File: src/cke_params.svh
/*
  timing counts and field positions for the clock-enable state block.
  assumes a single 125 MHz clock; counts are in clock cycles.
*/
`ifndef CKE_PARAMS_SVH
`define CKE_PARAMS_SVH
`define MR1_DLL_BIT 0
`define MR1_SEL 3'h1
`define DLLOFF_CL 5'h0a
`define DLLOFF_CWL 5'h09
`define CKE_MIN_CYC 4'h4
`define MRD_CYC 4'h8
`define MOD_CYC 5'h18
`define XS_CYC 8'h30
`define XSDLL_CYC 10'h200
`define BURST_CYC 4'h4
`endif

File: src/cke_pkg.sv
/*
  types shared by both ends: commands and device states.
  assumes cke_params.svh carries the numbers.
*/
package cke_pkg;
  typedef enum logic [3:0] {
    cmd_des, cmd_nop, cmd_act, cmd_rd, cmd_wr, cmd_pre, cmd_prea, cmd_ref, cmd_mrs, cmd_zq, cmd_bad
  } cmd_type;
  typedef enum logic [2:0] {
    st_idle, st_active, st_busy, st_refreshing, st_pd_pre, st_pd_act, st_self_refresh
  } dev_state_type;
endpackage

File: src/dram_link_if.sv
/*
  command and clock-enable link between controller and memory device end.
  assumes both ends share mclk; the controller drives every signal but dqs.
*/
`timescale 1ns/100ps
`default_nettype none
interface dram_link_if;
  logic cke;
  logic cs_n;
  logic act_n;
  logic ras_n;
  logic cas_n;
  logic we_n;
  logic [2:0] ba;
  logic [13:0] addr;
  logic odt;
  logic dqs_start;
  modport device (input cke, cs_n, act_n, ras_n, cas_n, we_n, ba, addr, odt, output dqs_start);
  modport ctrl (output cke, cs_n, act_n, ras_n, cas_n, we_n, ba, addr, odt, input dqs_start);
endinterface
`default_nettype wire

File: src/cmd_decode.sv
/*
  decodes registered command pins into a command code.
  assumes pins are already sampled on mclk.
*/
`timescale 1ns/100ps
`default_nettype none
module cmd_decode
  import cke_pkg::*;
(
  input wire logic cs_n,
  input wire logic act_n,
  input wire logic ras_n,
  input wire logic cas_n,
  input wire logic we_n,
  input wire logic a10,
  output cke_pkg::cmd_type cmd
);
  always_comb begin
    if (cs_n) begin
      cmd = cmd_des;
    end else if (!act_n) begin
      cmd = cmd_act;
    end else begin
      case ({ras_n, cas_n, we_n})
        3'h7: cmd = cmd_nop;
        3'h5: cmd = cmd_rd;
        3'h4: cmd = cmd_wr;
        3'h2: cmd = a10 ? cmd_prea : cmd_pre;
        3'h1: cmd = cmd_ref;
        3'h0: cmd = cmd_mrs;
        3'h6: cmd = cmd_zq;
        default: cmd = cmd_bad;
      endcase
    end
  end
endmodule
`default_nettype wire

File: src/dram_cke_device.sv
/*
  device end: clock-enable state machine, power-down and self refresh,
  dll-off mode and read strobe start timing.
  assumes the controller keeps its own obligations on the link.
*/
`timescale 1ns/100ps
`default_nettype none
`include "cke_params.svh"
module dram_cke_device
  import cke_pkg::*;
(
  input wire logic mclk,
  input wire logic srst,
  dram_link_if.device link,
  input wire logic [4:0] al,
  output logic dll_on,
  output logic odt_active,
  output logic illegal,
  output logic refresh_busy,
  output cke_pkg::dev_state_type state
);
  import cke_pkg::*;
  cmd_type cmd;
  dev_state_type state_ff, nxt_state;
  logic cke_prev_ff;
  logic [7:0] bank_open_ff;
  logic [3:0] busy_cnt_ff;
  logic [4:0] cl_ff;
  logic dll_on_ff;
  logic [5:0] rd_cnt_ff;
  logic rd_pend_ff;
  logic dqs_ff;
  logic ill_ff;
  logic odt_ff;
  logic rfsh_ff;
  logic ena;
  logic busy_after;
  logic [5:0] rd_lat;

  cmd_decode u_dec (
    .cs_n(link.cs_n),
    .act_n(link.act_n),
    .ras_n(link.ras_n),
    .cas_n(link.cas_n),
    .we_n(link.we_n),
    .a10(link.addr[10]),
    .cmd(cmd)
  );

  // commands count only when cke is high now and was high before, except a refresh on a falling cke from idle
  assign ena = cke_prev_ff & link.cke;
  assign busy_after = (state_ff == st_busy) && (busy_cnt_ff > 4'h1);

  always_comb begin
    nxt_state = state_ff;
    case (state_ff)
      st_pd_pre, st_pd_act: begin
        if (!cke_prev_ff && link.cke) begin
          nxt_state = (bank_open_ff == 8'h00) ? st_idle : st_active;
        end
      end
      st_self_refresh: begin
        if (!cke_prev_ff && link.cke) begin
          nxt_state = st_idle;
        end
      end
      st_refreshing: begin
        if (cke_prev_ff && !link.cke) begin
          nxt_state = st_pd_pre;
        end else if (busy_cnt_ff == 4'h1) begin
          nxt_state = st_idle;
        end
      end
      st_busy: begin
        if (cke_prev_ff && !link.cke) begin
          nxt_state = (bank_open_ff == 8'h00) ? st_pd_pre : st_pd_act;
        end else if (busy_cnt_ff == 4'h1) begin
          nxt_state = (bank_open_ff == 8'h00) ? st_idle : st_active;
        end
      end
      st_active: begin
        if (cke_prev_ff && !link.cke) begin
          nxt_state = st_pd_act;
        end else if (ena && (cmd == cmd_rd || cmd == cmd_wr || cmd == cmd_pre || cmd == cmd_prea)) begin
          nxt_state = st_busy;
        end
      end
      st_idle: begin
        if (cke_prev_ff && !link.cke) begin
          // refresh with a falling cke from idle enters self refresh
          nxt_state = (cmd == cmd_ref) ? st_self_refresh : st_pd_pre;
        end else if (ena && cmd == cmd_ref) begin
          nxt_state = st_refreshing;
        end else if (ena && cmd == cmd_act) begin
          nxt_state = st_active;
        end
      end
      default: nxt_state = st_idle;
    endcase
  end

  always_ff @(posedge mclk) begin
    if (srst) begin
      state_ff <= st_idle;
      cke_prev_ff <= 1'b0;
    end else begin
      state_ff <= nxt_state;
      cke_prev_ff <= link.cke;
    end
  end

  // bank bookkeeping; activate opens, precharge closes
  always_ff @(posedge mclk) begin
    if (srst) begin
      bank_open_ff <= 8'h00;
    end else if (ena && (state_ff == st_idle || state_ff == st_active || state_ff == st_busy)) begin
      if (cmd == cmd_act) begin
        bank_open_ff[link.ba] <= 1'b1;
      end else if (cmd == cmd_prea) begin
        bank_open_ff <= 8'h00;
      end else if (cmd == cmd_pre) begin
        bank_open_ff[link.ba] <= 1'b0;
      end
    end
  end

  // busy countdown covers bursts and internal refresh; it clears to zero in power-down
  always_ff @(posedge mclk) begin
    if (srst) begin
      busy_cnt_ff <= 4'h0;
    end else if (nxt_state == st_pd_pre || nxt_state == st_pd_act) begin
      busy_cnt_ff <= 4'h0;
    end else if (ena && state_ff == st_idle && cmd == cmd_ref) begin
      busy_cnt_ff <= `BURST_CYC;
    end else if (ena && state_ff == st_active && cmd != cmd_des && cmd != cmd_act) begin
      busy_cnt_ff <= `BURST_CYC;
    end else if (busy_cnt_ff != 4'h0) begin
      busy_cnt_ff <= busy_cnt_ff - 4'h1;
    end
  end

  // mode register 1 bit a0 steers dll; cl resets to 10 and mode register 0 sets it to 10 plus its field
  always_ff @(posedge mclk) begin
    if (srst) begin
      dll_on_ff <= 1'b1;
      cl_ff <= `DLLOFF_CL;
    end else if (ena && state_ff == st_idle && cmd == cmd_mrs) begin
      if (link.ba == `MR1_SEL) begin
        dll_on_ff <= link.addr[`MR1_DLL_BIT];
      end else if (link.ba == 3'h0) begin
        cl_ff <= {1'b0, link.addr[6:4], link.addr[2]} + `DLLOFF_CL;
      end
    end
  end

  // dll off starts the strobe one cycle earlier
  assign rd_lat = dll_on_ff ? ({1'b0, al} + {1'b0, cl_ff}) : ({1'b0, al} + {1'b0, cl_ff} - 6'h01);

  always_ff @(posedge mclk) begin
    if (srst) begin
      rd_pend_ff <= 1'b0;
      rd_cnt_ff <= 6'h00;
      dqs_ff <= 1'b0;
    end else begin
      dqs_ff <= 1'b0;
      if (ena && state_ff == st_active && cmd == cmd_rd) begin
        rd_pend_ff <= 1'b1;
        rd_cnt_ff <= rd_lat - 6'h01;
      end else if (rd_pend_ff) begin
        if (rd_cnt_ff <= 6'h01) begin
          rd_pend_ff <= 1'b0;
          dqs_ff <= 1'b1;
        end else begin
          rd_cnt_ff <= rd_cnt_ff - 6'h01;
        end
      end
    end
  end

  always_ff @(posedge mclk) begin
    if (srst) begin
      odt_ff <= 1'b0;
      rfsh_ff <= 1'b0;
    end else begin
      odt_ff <= link.odt && nxt_state != st_self_refresh;
      rfsh_ff <= nxt_state == st_self_refresh || nxt_state == st_refreshing;
    end
  end

  // flags combinations outside the legal set
  always_ff @(posedge mclk) begin
    if (srst) begin
      ill_ff <= 1'b0;
    end else begin
      ill_ff <= 1'b0;
      if (cke_prev_ff != link.cke && cmd != cmd_des && !(state_ff == st_idle && cmd == cmd_ref && !link.cke)) begin
        ill_ff <= 1'b1;
      end else if (cke_prev_ff && !link.cke && state_ff == st_active && busy_after) begin
        ill_ff <= 1'b1;
      end else if (ena && cmd == cmd_bad) begin
        ill_ff <= 1'b1;
      end
    end
  end

  assign link.dqs_start = dqs_ff;
  assign dll_on = dll_on_ff;
  assign odt_active = odt_ff;
  assign illegal = ill_ff;
  assign refresh_busy = rfsh_ff;
  assign state = state_ff;
endmodule
`default_nettype wire

File: src/flat_wrapper.sv
// flat-port wrapper written by rule: the top's interface ports become plain ports
module dram_cke_device_flat import cke_pkg::*;
  (mclk, srst, al, dll_on, odt_active, illegal, refresh_busy, state, link_cke, link_cs_n, link_act_n, link_ras_n, link_cas_n, link_we_n, link_ba, link_addr, link_odt, link_dqs_start);
  dram_link_if link_i ();
  input wire logic mclk;
  input wire logic srst;
  input wire logic [4:0] al;
  output logic dll_on;
  output logic odt_active;
  output logic illegal;
  output logic refresh_busy;
  output cke_pkg::dev_state_type state;
  input wire logic [$bits(link_i.cke)-1:0] link_cke;
  input wire logic [$bits(link_i.cs_n)-1:0] link_cs_n;
  input wire logic [$bits(link_i.act_n)-1:0] link_act_n;
  input wire logic [$bits(link_i.ras_n)-1:0] link_ras_n;
  input wire logic [$bits(link_i.cas_n)-1:0] link_cas_n;
  input wire logic [$bits(link_i.we_n)-1:0] link_we_n;
  input wire logic [$bits(link_i.ba)-1:0] link_ba;
  input wire logic [$bits(link_i.addr)-1:0] link_addr;
  input wire logic [$bits(link_i.odt)-1:0] link_odt;
  output wire logic [$bits(link_i.dqs_start)-1:0] link_dqs_start;
  assign link_i.cke = link_cke;
  assign link_i.cs_n = link_cs_n;
  assign link_i.act_n = link_act_n;
  assign link_i.ras_n = link_ras_n;
  assign link_i.cas_n = link_cas_n;
  assign link_i.we_n = link_we_n;
  assign link_i.ba = link_ba;
  assign link_i.addr = link_addr;
  assign link_i.odt = link_odt;
  assign link_dqs_start = link_i.dqs_start;
  dram_cke_device u_core (.mclk(mclk), .srst(srst), .link(link_i), .al(al), .dll_on(dll_on), .odt_active(odt_active), .illegal(illegal), .refresh_busy(refresh_busy), .state(state));
endmodule
File: config.mk
export PLATFORM = sky130hd
export DESIGN_NAME = dram_cke_device_flat
export DESIGN_NICKNAME = d
export VERILOG_FILES = /design/src/cke_pkg.sv /design/src/dram_link_if.sv /design/src/cmd_decode.sv /design/src/dram_cke_device.sv /design/src/flat_wrapper.sv
export VERILOG_INCLUDE_DIRS = /design/src
export SDC_FILE = /design/constraint.sdc
export NUM_CORES = 1
export LEC_CHECK = 0
export BUFFER_PORTS_ARGS = -buffer_cell sky130_fd_sc_hd__buf_4
export CAP_MARGIN = 30
export CELL_PAD_IN_SITES_DETAIL_PLACEMENT = 0
export CELL_PAD_IN_SITES_GLOBAL_PLACEMENT = 1
export CORE_AREA = 2 2 97 99
export CTS_BUF_LIST = sky130_fd_sc_hd__clkbuf_16
export CTS_CLUSTER_DIAMETER = 40
export DETAILED_ROUTE_END_ITERATION = 16
export DIE_AREA = 0 0 99 101
export GPL_TIMING_DRIVEN = 0
export PLACE_DENSITY = 0.53
export SLEW_MARGIN = 30
export SYNTH_ARGS = -nofsm -noshare
export SYNTH_HDL_FRONTEND = slang
export SYNTH_SLANG_ARGS = --single-unit
File: constraint.sdc
create_clock -name mclk -period 3.14 [get_ports mclk]
set_input_delay 0.157 -clock mclk [delete_from_list [all_inputs] [get_ports mclk]]
set_output_delay 0.157 -clock mclk [all_outputs]
set_load 0.03 [all_outputs]
Yosys cells after proc, flatten, opt, wreduce, memory -nomap -nowiden
Cells that the tools add are included.
- register bits: 33
- input port bits: 31
- logic and storage cells: 147
- add/subtract/negate cells: 6
- magnitude comparators: 4
- equality and inequality tests: 30
- muxes and demuxes: 38
- bitwise logic cells: 6
- reduce and logical (&&, ||, !) cells: 50
- operators with widths (operator ; count):
    $mux 3 ; 14
    $eq 3x3->1 const B ; 10
    $pmux 4 s7 ; 1
    $mux 6 ; 4
    $mux 8 ; 3
    $logic_and 1x1->1 ; 23
    $pmux 3 s6 ; 1
    $sub 6x1->6 const B ; 3
    $eq 4x3->1 const B ; 4
    $eq 3x2->1 const B ; 4
    $mux 1 ; 10
    $eq 3x1->1 const B ; 3
    $logic_not 3->1 ; 3
    $and 8x8->8 ; 1
    $eq 4x2->1 const B ; 2
    $eq 4x4->1 const B ; 2
    $logic_not 8->1 ; 1
    $mux 4 ; 2
    $not 8->8 ; 1
    $or 8x8->8 ; 1
    $reduce_bool 4->1 ; 2
    $logic_or 1x1->1 ; 7
    $add 5x5->6 ; 1
    $le 6x1->1 const B ; 1
    22 further kinds ; 30

Logic depth before layout (Yosys ltp)
- depth in word-level cells: 15
- mapped depth: 12

Hierarchy
Synthesis repeated with hierarchy kept, for this count alone.
- cells, all modules: 311
- area total of the unflattened synthesis: 2536.2 sq um
- modules (own cells, without submodules) (module ; instances ; cells each ; area each (sq um) ; sequential area each (sq um)):
    dram_cke_device ; 1 ; 296 ; 2394.8 ; 660.6
    cmd_decode ; 1 ; 15 ; 141.4 ; 0.0

Worst setup path before layout
Ideal clock, no wire load.
- path type: flip-flop to flip-flop
- from: register u_core.cl_ff[0]
- to: register u_core.rd_cnt_ff[4]
- setup time: 0.086 ns
- arrival time: 2.331 ns
- slack: 0.723 ns
- cell stages (with the launch flop): 13
- clock period less this slack: 2.417 ns
- path through: dfxtp_1 > ha_1 > fa_1 > inv_1 > ha_1 > inv_1 > mux2i_1 > ha_1 > o21ai_0 > o21ai_0 > mux2i_1 > o22ai_1 > a211oi_1
- longest elaborated chain between the ends: 5
- ends and longest elaborated chain (element ; RTL line ; source):
    from (decl) ; dram_cke_device.sv:28 ; logic [4:0] cl_ff;
    from (signal assigned) ; dram_cke_device.sv:146 ; cl_ff <= `DLLOFF_CL;
    from (signal assigned) ; dram_cke_device.sv:151 ; cl_ff <= {1'b0, link.addr[6:4], link.addr[2]} + `DLLOFF_CL;
    $add 5x5->6 * ; dram_cke_device.sv:157 ; assign rd_lat = dll_on_ff ? ({1'b0, al} + {1'b0, cl_ff}) : ({1'b0, al} + {1'b0, cl_ff} - 6'h01);
    $sub 6x1->6 ; dram_cke_device.sv:157 ;
    $mux 6 * ; dram_cke_device.sv:157 ;
    $sub 6x1->6 * ; dram_cke_device.sv:168 ; rd_cnt_ff <= rd_lat - 6'h01;
    $mux 6 * ; dram_cke_device.sv:166 ; if (ena && state_ff == st_active && cmd == cmd_rd) begin
    to (signal assigned) ; dram_cke_device.sv:168 ;
    to (signal assigned) ; dram_cke_device.sv:174 ; rd_cnt_ff <= rd_cnt_ff - 6'h01;
    to (decl) ; dram_cke_device.sv:30 ; logic [5:0] rd_cnt_ff;
Every way passes the cells marked *; elsewhere a longest branch is shown, timed or not.
A chain may end at the register's enable or synchronous reset.

Final worst setup path
Ends and elaborated chain as after synthesis.

==> key figures <==
Status
  – Status: completed

Timing
  – Setup violators final: 0
  – FMAX: 385 MHz
  – Final worst slack: 0.542 ns
  – Fin. Hold Viols: 0
  – Worst slew margin: 55.2%
  – Total negative slack: 0 ns
  – Worst slew pin tran: 0.671 ns
  – Slew Viols, Final: 0
  – Final min period: 2.60 ns
  – Part of the cycle the worst path needs: between 80% and 90%
  – Skew final: 0.00500 ns
  – RSZ-0062 raised after global routing: false

Floorplanning
  – Initial Utilization: 24.4%
  – Die Height: 101 µm
  – Num ports: 39
  – Core area: 8980 µm²
  – # rows: 35
  – Die width: 99 µm
  – Die ar.: about 10000 µm²

Finish
  – # diodes: 0
  – Most frequent cells in the layout: nor2_1, dfxtp_1, buf_4, a21oi_1
  – FF/Latch Area: 661 µm²
  – Filler Cell Count: around 1000
  – Final Core Density: between 30% and 40%
  – Share of layout cells above drive strength 1: 16.8%
  – Most common library cell in the layout ignoring fill and taps: nor2_1
  – Area grow syn2layout: 23.1%
  – Final nets: 355
  – Area of the multi-input gates: roughly 1500 µm²

CTS
  – CTS max path bufs: 2
  – Worst-Skew Late Latency: 0.28 ns
  – CTS sink count: 33
  – TritonCTS clock tree: done
  – CTS root buf: clkbuf_16
  – # H-tree levels: 2
  – Hold Buf Count CTS: 0
  – Clock slew at reported path FFs: 0.06 ns
  – Post_cts resized: 0
  – CTS buffer count: 5
  – # Post-CTS Setup Buffers: 0

Synthesis
  – Largest family of logic cells by synthesized area: simple AND/OR/NAND/NOR gates
  – Post-synth EDFFs: 0
  – FFs w/ async S/R, synth: 0%
  – Adder-Cell Fraction of Synth Area: 9.46%
  – Post-synth top flop: dfxtp_1
  – Mapped Nets: 318
  – Synthesized flop and latch total: 33
  – Synth Warn #: 0
  – Synth Instances: 271
  – Synthesized cell area: 2190 µm²
  – Xor/xnor share of the synthesized area: 6.39%
  – Post-synth cell types: 54
  – Syn Area/Cell: 8.10 µm²
  – Seq/Total Area, Yosys: 30.1%
  – Simple-gate portion of the synthesized area: 25.8%
  – Post-synthesis mux area share: around 1.8%
  – Synth Area in Compound Gates: 22.7%

Global route
  – First-pass GRT wire length: 9110 µm
  – Largest net degree at the start of global routing: 12
  – GRT overflow: 0
  – Vias in the first global route: 1875
  – Gr usage total: about 11%
  – Initial antenna violation count: 0

Setup path
  – Worst Setup Path Type: reg2reg
  – RR Endpoint: u_core.rd_cnt_ff[4]
  – Worst r2r src: u_core.cl_ff[0]
  – R2R depth: 12
  – Critical Path RT: 3.33 ns
  – Critical path capture point type: flop
  – CP max FO: 3
  – Critical path startpoint category: flop
  – Crit path DAT: 2.79 ns
  – Start point of the critical path: u_core.cl_ff[0]
  – Reg2reg setup slack: 0.54 ns

Power and ir drop
  – PD cells: 453 nW/µm²
  – P_leak: 1.06 nW
  – Power after layout: 1.22 mW
  – VDD IR-drop max: 0.269 mV

Min path
  – HP Start: link_cs_n
  – Hold endpoint: u_core.illegal
  – Hold Crit Class: in2reg
  – Worst Hold Depth: 2

Placement
  – Gpl congestion: 0.721
  – DPL Wire Length: about 4200 µm
  – Buffers on Ports: 30
  – DP Worst Slack: 0.517 ns

Flow run
  – Max Cap Viol: 0

Route
  – DR vias: around 2000
  – Post-Route WL: 5460 µm
  – Drt drc: 0
  – DR vias/cell: 4.75
  – Remaining antenna violation count: 0
  – Iter 0 DRT Violations: 58
  – 1st-pass router iterations: 4
  – Wire per inst: 13.0 µm
-- metal layers --
layer,routed length [µm],vias up,global-route usage [%]
met5,0,-,0
met4,76,0,4.21
met3,182,4,2.84
met2,2470,28,18.2
met1,2730,910,15.1
li1,-,1055,-
-- where the power goes --
part	switching [mW]	leakage [nW]	total (mW)	internal (mW)
sequential	0.0204	0.267	0.463	0.443
clock	0.193	0.0696	0.484	0.291
combinational	0.147	0.726	0.276	0.130
total	0.360	1.06	1.22	0.863
-- final cells by class --
cell class              instances  share of cell area [%]
multi-input cells             217                    53.8
plain buffers                   8                    1.16
clock buffers                   5                    4.63
flip-flops and latches         33                    24.5
repair buffers                 30                    8.34
clock inverters                 3                   0.648
well taps                     111                    5.14
inverters                      13                    1.81
-- per-stage QoR --
step | cell area, µm² | hold WS [ns] | std cells
floorplan | 2190 | 0.236 | 271
global placement | 2560 | 0.369 | 412
detailed placement | 2560 | 0.365 | 412
CTS | 2700 | 0.0713 | 420
global route | 2700 | 0.0914 | 420
finish | 2700 | 0.0810 | 420
-- cell usage after synthesis (2+ instances only) --
library cell,count,area (µm²)
nand2b_1,6,37.5
xor2_1,8,70.1
a21o_1,2,15.0
nor4_1,4,25.0
a211o_1,2,17.5
nor3b_1,4,30.0
mux2i_1,4,40.0
a2111oi_0,2,17.5
and2b_1,2,15.0
xnor2_1,8,70.1
inv_1,13,48.8
nor3_1,12,60.1
dfxtp_1,33,661
clkbuf_1,6,22.5
nor2_1,35,131
nor2b_1,2,12.5
a211oi_1,7,52.6
a21oi_1,25,125
o21ai_0,18,90.1
or3_1,5,31.3
a31oi_1,3,18.8
or4_1,2,15.0
ha_1,15,188
nand2_1,18,67.6
and2_1,3,18.8
or3b_2,4,35.0
-- cell families (layout without fill, tap and decap cells) --
group                    count (synthesis)  after routing
AND/OR/NAND/NOR                        107            107
adder cells (fa/ha/maj)                 16             16
multiplexers                             4              4
buffers and inverters                   21             59
AO/OA/AOI/OAI                           74             74
XOR/XNOR                                16             16
flip-flops                              33             33
-- flip-flops by register name, summed over array words and instances (netlist names) --
signal,count
u_core.busy_cnt_ff,4
u_core.refresh_busy,1
u_core.cl_ff,5
u_core.link.dqs_start,1
u_core.state,3
u_core.dll_on,1
u_core.rd_cnt_ff,6
u_core.cke_prev_ff,1
u_core.illegal,1
u_core.odt_active,1
u_core.bank_open_ff,8
u_core.rd_pend_ff,1
-- worst max-delay path by stage --
stage | endpoint | cells past startpoint | slack (ns)
4_1_cts | u_core.rd_cnt_ff[4] | 12 | 0.50
6_report | u_core.rd_cnt_ff[4] | 12 | 0.54
5_1_grt | u_core.rd_cnt_ff[4] | 12 | 0.29
3_3_place_gp | u_core.rd_cnt_ff[4] | 12 | 0.52
2_1_floorplan | u_core.rd_cnt_ff[4] | 12 | 0.72
3_5_place_dp | u_core.rd_cnt_ff[4] | 12 | 0.52
-- worst max-delay path, cell delays in order, from the launching register on --
cell,delay (ns)
dfxtp_1,0.31
ha_1,0.20
fa_1,0.52
inv_1,0.07
ha_1,0.28
inv_1,0.07
mux2i_1,0.07
ha_1,0.25
o21ai_0,0.15
o21ai_0,0.09
mux2i_1,0.18
o22ai_1,0.09
a211oi_1,0.22
Note: power is estimated with default switching activity, not from simulation.
